===== src/rac_defines.svh =====
// constants of the region access checker
// Summary of operation
// Sixteen region descriptors define regions and rights for every checked transfer.
// Each region has start and end address at 32-byte granule, up to 4 GB.
// After reset the checker is disabled and lets every transfer through.
// Core master has supervisor and user read/write/execute; others only read/write.
// Hardware clears a descriptor's valid bit while it is rewritten.
// An alternate write path changes only the access control word.
// Overlapping regions: any granting region allows the access.
// Both guarded ports, memory and peripheral bridge, are checked.
// Error when address hits no valid region or is denied in all hits.
// Faulting transfer gets an error response and never reaches the slave.
// Permitted transfers pass to the slave without error signalling.
// Each port keeps a 64-bit record of its latest faulting transfer.
// Each new error overwrites the record and sets a clearable port flag.
`ifndef RAC_DEFINES_SVH
`define RAC_DEFINES_SVH

`define RAC_REGIONS 16
`define RAC_PORTS 2
`define RAC_GRAN_LSB 5
`define RAC_GRAN_MASK 5'h1f
`define RAC_ADDR_MSB 31
`define RAC_GRAN_RST 27'h0000000
`define RAC_ACW_MSB 11
`define RAC_ACW_LSB 0
`define RAC_VALID_BIT 0
`define RAC_REC_PAD 9'h000

// configuration word selects
`define RAC_SEL_START 3'h0
`define RAC_SEL_END 3'h1
`define RAC_SEL_ACW 3'h2
`define RAC_SEL_VALID 3'h3
`define RAC_SEL_ACW_ALT 3'h4

// access control word fields
`define RAC_ACW_SUP_R 0
`define RAC_ACW_SUP_W 1
`define RAC_ACW_SUP_X 2
`define RAC_ACW_USR_R 3
`define RAC_ACW_USR_W 4
`define RAC_ACW_USR_X 5
`define RAC_ACW_M1_R 6
`define RAC_ACW_M1_W 7
`define RAC_ACW_M2_R 8
`define RAC_ACW_M2_W 9
`define RAC_ACW_M3_R 10
`define RAC_ACW_M3_W 11
`define RAC_ACW_RST 12'h000

// master numbers
`define RAC_MASTER_CORE 4'h0
`define RAC_MASTER_1 4'h1
`define RAC_MASTER_2 4'h2
`define RAC_MASTER_3 4'h3

`endif


===== src/rac_pkg.sv =====
// types shared by the region access checker files
`default_nettype none
`include "rac_defines.svh"
package rac_pkg;
   typedef struct packed {
      logic [26:0] start_gran; // start address bits 31:5
      logic [26:0] end_gran;   // last granule, inclusive
      logic [11:0] acw;        // access control word
      logic valid;
   } descriptor_t;

   typedef struct packed {
      logic s_valid;
      logic [31:0] s_addr;
      logic s_write;
      logic err;
      logic flag;
      logic [63:0] record;
   } port_state_t;

   typedef struct packed {
      logic enable;
      descriptor_t [`RAC_REGIONS-1:0] desc;
      port_state_t [`RAC_PORTS-1:0] port;
   } state_t;
endpackage
`default_nettype wire


===== src/region_match.sv =====
// combinational region lookup for one guarded port
`default_nettype none
`include "rac_defines.svh"
module region_match #(
   parameter int NUM_REGIONS = `RAC_REGIONS
) (
   input wire rac_pkg::descriptor_t [NUM_REGIONS-1:0] desc_i, // descriptors
   input wire logic [31:0] addr_i,         // transfer address
   input wire logic write_i,               // 1 write, 0 read
   input wire logic exec_i,                // instruction fetch
   input wire logic super_i,               // supervisor mode
   input wire logic [3:0] master_i,        // master number
   output logic [NUM_REGIONS-1:0] hit_o,   // valid regions hit
   output logic grant_o                    // some hit region grants
);
   // rights of one descriptor for the request
   function automatic logic perm_ok(input logic [11:0] acw, input logic wr,
                                    input logic ex, input logic sup,
                                    input logic [3:0] m);
      logic ok;
      ok = 1'b0;
      case (m)
         `RAC_MASTER_CORE: begin
            if (sup) begin
               ok = ex ? acw[`RAC_ACW_SUP_X] : (wr ? acw[`RAC_ACW_SUP_W] : acw[`RAC_ACW_SUP_R]);
            end else begin
               ok = ex ? acw[`RAC_ACW_USR_X] : (wr ? acw[`RAC_ACW_USR_W] : acw[`RAC_ACW_USR_R]);
            end
         end
         // non-core fetches are judged as reads: they carry no execute right
         `RAC_MASTER_1: ok = wr ? acw[`RAC_ACW_M1_W] : acw[`RAC_ACW_M1_R];
         `RAC_MASTER_2: ok = wr ? acw[`RAC_ACW_M2_W] : acw[`RAC_ACW_M2_R];
         `RAC_MASTER_3: ok = wr ? acw[`RAC_ACW_M3_W] : acw[`RAC_ACW_M3_R];
         default: ok = 1'b0;
      endcase
      return ok;
   endfunction

   // any hit with sufficient rights grants, denials never override
   always_comb begin
      grant_o = 1'b0;
      for (int r = 0; r < NUM_REGIONS; r++) begin
         hit_o[r] = desc_i[r].valid
                    && (addr_i[`RAC_ADDR_MSB:`RAC_GRAN_LSB] >= desc_i[r].start_gran)
                    && (addr_i[`RAC_ADDR_MSB:`RAC_GRAN_LSB] <= desc_i[r].end_gran);
         if (hit_o[r] && perm_ok(desc_i[r].acw, write_i, exec_i, super_i, master_i)) begin
            grant_o = 1'b1;
         end
      end
   end
endmodule
`default_nettype wire


===== config.mk =====
export PLATFORM = sky130hd
export DESIGN_NAME = region_match
export DESIGN_NICKNAME = d
export VERILOG_FILES = /design/src/rac_pkg.sv /design/src/region_match.sv
export VERILOG_INCLUDE_DIRS = /design/src /design/src/src
export SDC_FILE = /design/constraint.sdc
export NUM_CORES = 1
export LEC_CHECK = 0
export ABC_AREA = 1
export BUFFER_PORTS_ARGS = -buffer_cell sky130_fd_sc_hd__buf_2
export CORE_AREA = 8 8 431 433
export DETAILED_ROUTE_END_ITERATION = 6
export DIE_AREA = 0 0 439 441
export PLACE_DENSITY_LB_ADDON = 0.2
export SLEW_MARGIN = 20
export SYNTH_ARGS = -nofsm -noshare
export SYNTH_HDL_FRONTEND = slang
export SYNTH_SLANG_ARGS = --single-unit

===== constraint.sdc =====
create_clock -name vclk -period 3.3
set_input_delay 0.495 -clock vclk [all_inputs]
set_output_delay 0.495 -clock vclk [all_outputs]
set_load 0.05 [all_outputs]

==> results of run 1 <==
-- worst max-delay path: stages --
cell,delay (ns)
buf_2,0.13
buf_12,0.15
buf_12,0.17
buf_4,0.13
ha_1,0.30
a21oi_1,0.13
o21ai_0,0.11
nand3_1,0.08
nand3_1,0.09
nand3_1,0.10
nand3_2,0.14
nand3_2,0.12
buf_12,0.13
nor2_1,0.04
buf_4,0.13
nor3_4,0.20
nand3_4,0.17
buf_8,0.20
-- power groups by stage --
stage | Clock (mW) | Combinational (mW) | Sequential [mW]
finish | 0.00000138 | 5.91 | 0
global route | 0.000000858 | 6.51 | 0
CTS | 0 | 5.89 | 0
detailed placement | 0 | 5.55 | 0
global placement | 0 | 5.56 | 0
floorplan | 0 | 2.37 | 0
-- worst paths after layout --
kind	from	end	cells after the start
setup / recovery	addr_i[7]	grant_o	18
hold / removal	desc_i[335]	hit_o[5]	3
-- layer usage --
metal / track usage / share of wire
met5: 0 / 0.00080
met4: 0.0549 / 0.037
met3: 0.0186 / 0.034
met2: 0.382 / 0.52
met1: 0.233 / 0.41
-- cells in the mapped netlist, drive strengths merged --
master and n:
nor3b 2, nand3 185, a221oi 2, clkbuf 6, inv 1031, nor2b 3, nor3 50, o211ai 24
nor4b 4, and2 3, o21ai 117, o2111ai 3, nor4 24, nand4 155, o21bai 3, o21a 50
o31ai 1, a21o 22, nand3b 9, o22ai 1, or2 5, a31oi 2, a22o 1, ha 864
nor2 271, a211oi 5, a21oi 396, buf 25, nand2 969, a21boi 1, and3 14
-- placed cells by master (no fill, tap or decap), drive strengths merged, types with 24 or more instances in the layout --
cell	netlist	layout
nor2	271	271
buf	25	1680
ha	864	864
diode	0	33
o211ai	24	24
nor4	24	24
nand3	185	185
nor3	50	50
o21ai	117	117
nand2	969	969
inv	1031	1031
o21a	50	50
nand4	155	155
a21oi	396	396
-- cell families after synthesis --
family / after synthesis / synth area share
buffers and inverters: 1062 / 0.159
adder cells (fa/ha/maj): 864 / 0.423
AND/OR/NAND/NOR: 1694 / 0.284
AO/OA/AOI/OAI: 628 / 0.134
-- timing repair --
| item | CTS | global route |
|---|---|---|
| gates cloned | 6 | 0 |
| setup endpoints to repair | 11 | 10 |
| hold buffers | 0 | 0 |
| buffers inserted | 42 | 3 |
| pin swaps | 82 | 59 |
| resized for setup | 267 | 81 |
-- cell type report --
type               instances  area [um2]
diodes                    33        82.6
fillers                20500      138000
inverters               1031        3870
multi-input cells       3186       22900
well taps               2370        2970
repair buffers          1683       11500
==> impl_metrics.toml, run 1 <==
[floorplan]
start_util = 0.143
pin_count = 1128
fp.dieW_um = 439
dieArea_um2 = 194000
rows = 156
die_h_um = 441
core_area_um2 = 179000

[sta]
fin_ws_ns = -0.256
finalSetupViolations = 1
maxSlewHeadroom = 0.706
worst_pin_slew_ns = 0.438
fmax_mhz = 281
final-hold-violation-count = 0
finalSetupTns_ns = -0.256
fin_hold_ws_ns = 1.46
rsz0062_at_grt = "yes"
slew_violations = 0
fin_crit_ns = 3.56
fin_crit_sh = 1.08

[pwr]
internal_power_mw = 2.58
p_total_mw = 5.91
seqPwrFrac = 0
p_leak_nw = 24.5
pwr-share-clk = 0
p_sw_frac = 0.564
ir_drop_v = 0.0000784
p_sw_mw = 3.33
p_comb_frac = 1.000
p_per_area_nw_per_um2 = 143

[outcome]
violations = "negative setup slack"
status = "finished, violations left"

[synth]
yosysWarningCount = 0
synth_area_leaders = "ha_1 42%, inv_1 15%, nand2_1 14%"
syn_inst = 4248
synth_area_um2 = 25600
ys_seq_area_frac = 0
synth_cell_type_count = 40
synth_area_per_cell_um2 = 6.02
yosys.area.top_type = "ha_1"
synth.top_cell.area_share = 0.423
syn_nets = 6223

[routing]
wl_per_cell_um = 24.7
vias = 34500
antenna_left = 0
drc_errors = 0
finalWirelength_um = 205000
vias_per_cell = 4.16
first_pass_iters = 5
drtIter0Drc = 1812

[placement]
dpl.hpwl_um = 188000
dp.cells = 8225
gp_congestion = 0.951
dpl_worst_slack_ns = -1.21
placed_area_um2 = 39000
port_buffers = 1123

[worst_setup_path]
worstPathRequired_ns = 2.80
crit_fanout = 8
cp-start-kind = "input port"
worst-setup-path-type = "in -> out"
endpoint_kind = "output pin"
crit_arrival_ns = 3.06

[global_route]
grt_usage = 0.199
antenna_found_initial = 87
grt_max_degree = 17
grt_pass1_vias = 35200
gr-total-overflow = 0
grt_pass1_wl_um = 272000

[min_path]
holdCritPathClass = "in -> out"

[finish]
nets = 7877
fin_util = 0.231
final_cells = 8303
final_area_um2 = 41300
nFlopsAndLatches = 0
num-clock-buffers = 0
drive_above_1_share = 0.323
register_area_um2 = 0
syn2layout_area_growth_pct = 61.6

[run]
maxCapViolCount = 0
(Power assumes the default switching activity.)
==> run 2: changes to the inputs <==
MAX_ROUTING_LAYER = met4   (was not set)
clock period = 4.5 ns   (was 3.3 ns; I/O delays follow)
==> impl_metrics.toml, run 2 (synthesized netlist as in run 1, its figures left out) <==
[outcome]
status = "finished, final reports clean"

[finish]
final_cell_mix = "1107 x buf_2, 1025 x inv_1, 968 x nand2_1, 864 x ha_1, 394 x a21oi_1"
nets = 7443
final_common_cell = "buf_2"
register_area_um2 = 0
syn2layout_area_growth_pct = 38.7
nFlopsAndLatches = 0
num-clock-buffers = 0
drive_above_1_share = 0.233

[sta]
maxSlewHeadroom = 0.443
slew_violations = 0
fin_crit_ns = 4.26
final-hold-violation-count = 0
worst_pin_slew_ns = 0.830
finalSetupViolations = 0
finalSetupTns_ns = 0
fin_crit_sh = 0.947
fin_ws_ns = 0.236
fmax_mhz = 235
rsz0062_at_grt = "no"

[floorplan]
die_h_um = 441
pin_count = 1128
core_area_um2 = 179000
dieArea_um2 = 194000
start_util = 0.143
rows = 156
fp.dieW_um = 439

[placement]
dpl_worst_slack_ns = -0.484
port_buffers = 1123
dpl.hpwl_um = 172000
gp_congestion = 0.947

[min_path]
holdCritPathClass = "in -> out"

[routing]
antenna_left = 0
wl_per_cell_um = 24.0
vias_per_cell = 4.11
vias = 32400
finalWirelength_um = 189000
drc_errors = 0
first_pass_iters = 5
drtIter0Drc = 1643

[global_route]
grt_pass1_vias = 32900
gr-total-overflow = 0
antenna_found_initial = 82
grt_pass1_wl_um = 251000
grt_usage = 0.188
grt_max_degree = 64

[run]
maxCapViolCount = 0

[worst_setup_path]
crit_fanout = 16
crit_arrival_ns = 3.59
endpoint_kind = "output pin"
cp-start-kind = "input port"
worstPathRequired_ns = 3.83
worst-setup-path-type = "in -> out"

[pwr]
p_per_area_nw_per_um2 = 98.9
p_leak_nw = 21.8
p_total_mw = 3.51
ir_drop_v = 0.0000489

[clock_network]
cts_hold_buf = 0
run 2: routing by layer:
layer  share of wire  GRT usage  up-vias
li1                -          -    16400
met1            0.41      0.217    14800
met2            0.52      0.353      909
met3           0.032     0.0157      226
met4           0.030     0.0404        0
met5               0          -        -
run 2: worst paths after layout:
check                       start       end  slack (ns)  cells after the start
worst max-delay path    addr_i[7]   grant_o        0.24                     15
worst min-delay path  desc_i[335]  hit_o[5]        1.81                      3
run 2: repair_timing:
action | CTS | global route
setup endpoints to repair | 2 | 1
pin swaps | 1 | 0
gates resized for setup | 13 | 2
setup buffers | 0 | 3
run 2: power by group:
part | total, mW | leakage [nW] | switching, mW | internal, mW
clock | 0.00000111 | 0.000262 | 0 | 0.00000111
sequential | 0 | 0 | 0 | 0
combinational | 3.51 | 21.8 | 2.15 | 1.36
total | 3.51 | 21.8 | 2.15 | 1.36
run 2: worst max-delay path, stage by stage:
cell and delay, ns:
buf_2 0.26, buf_12 0.23, ha_1 0.30, a21oi_1 0.14
o21ai_0 0.11, nand3_1 0.08, nand3_1 0.11, nand2_1 0.10
nand3_2 0.17, nand4_1 0.40, nand2_2 0.17, buf_4 0.17
nor3_1 0.22, nand3_2 0.18, buf_12 0.20
run 2: stage by stage:
step | util | std cells | hold WS [ns] | cell area, um2
6_report | 0.198 | 7877 | 1.81 | 35500
3_3_place_gp | 0.197 | 7833 | 1.80 | 35300
4_1_cts | 0.197 | 7833 | 1.81 | 35400
5_1_grt | 0.198 | 7869 | 1.82 | 35500
3_5_place_dp | 0.197 | 7833 | 1.81 | 35300
2_1_floorplan | - | 4248 | 1.62 | 25600
run 2: layout make-up:
type	instances	area (um2)
Tap cell	2370	2970
Fill cell	21000	144000
Multi-Input combinational cell	3186	21600
Inverter	1031	3880
Antenna cell	41	103
Timing Repair Buffer	1249	7000
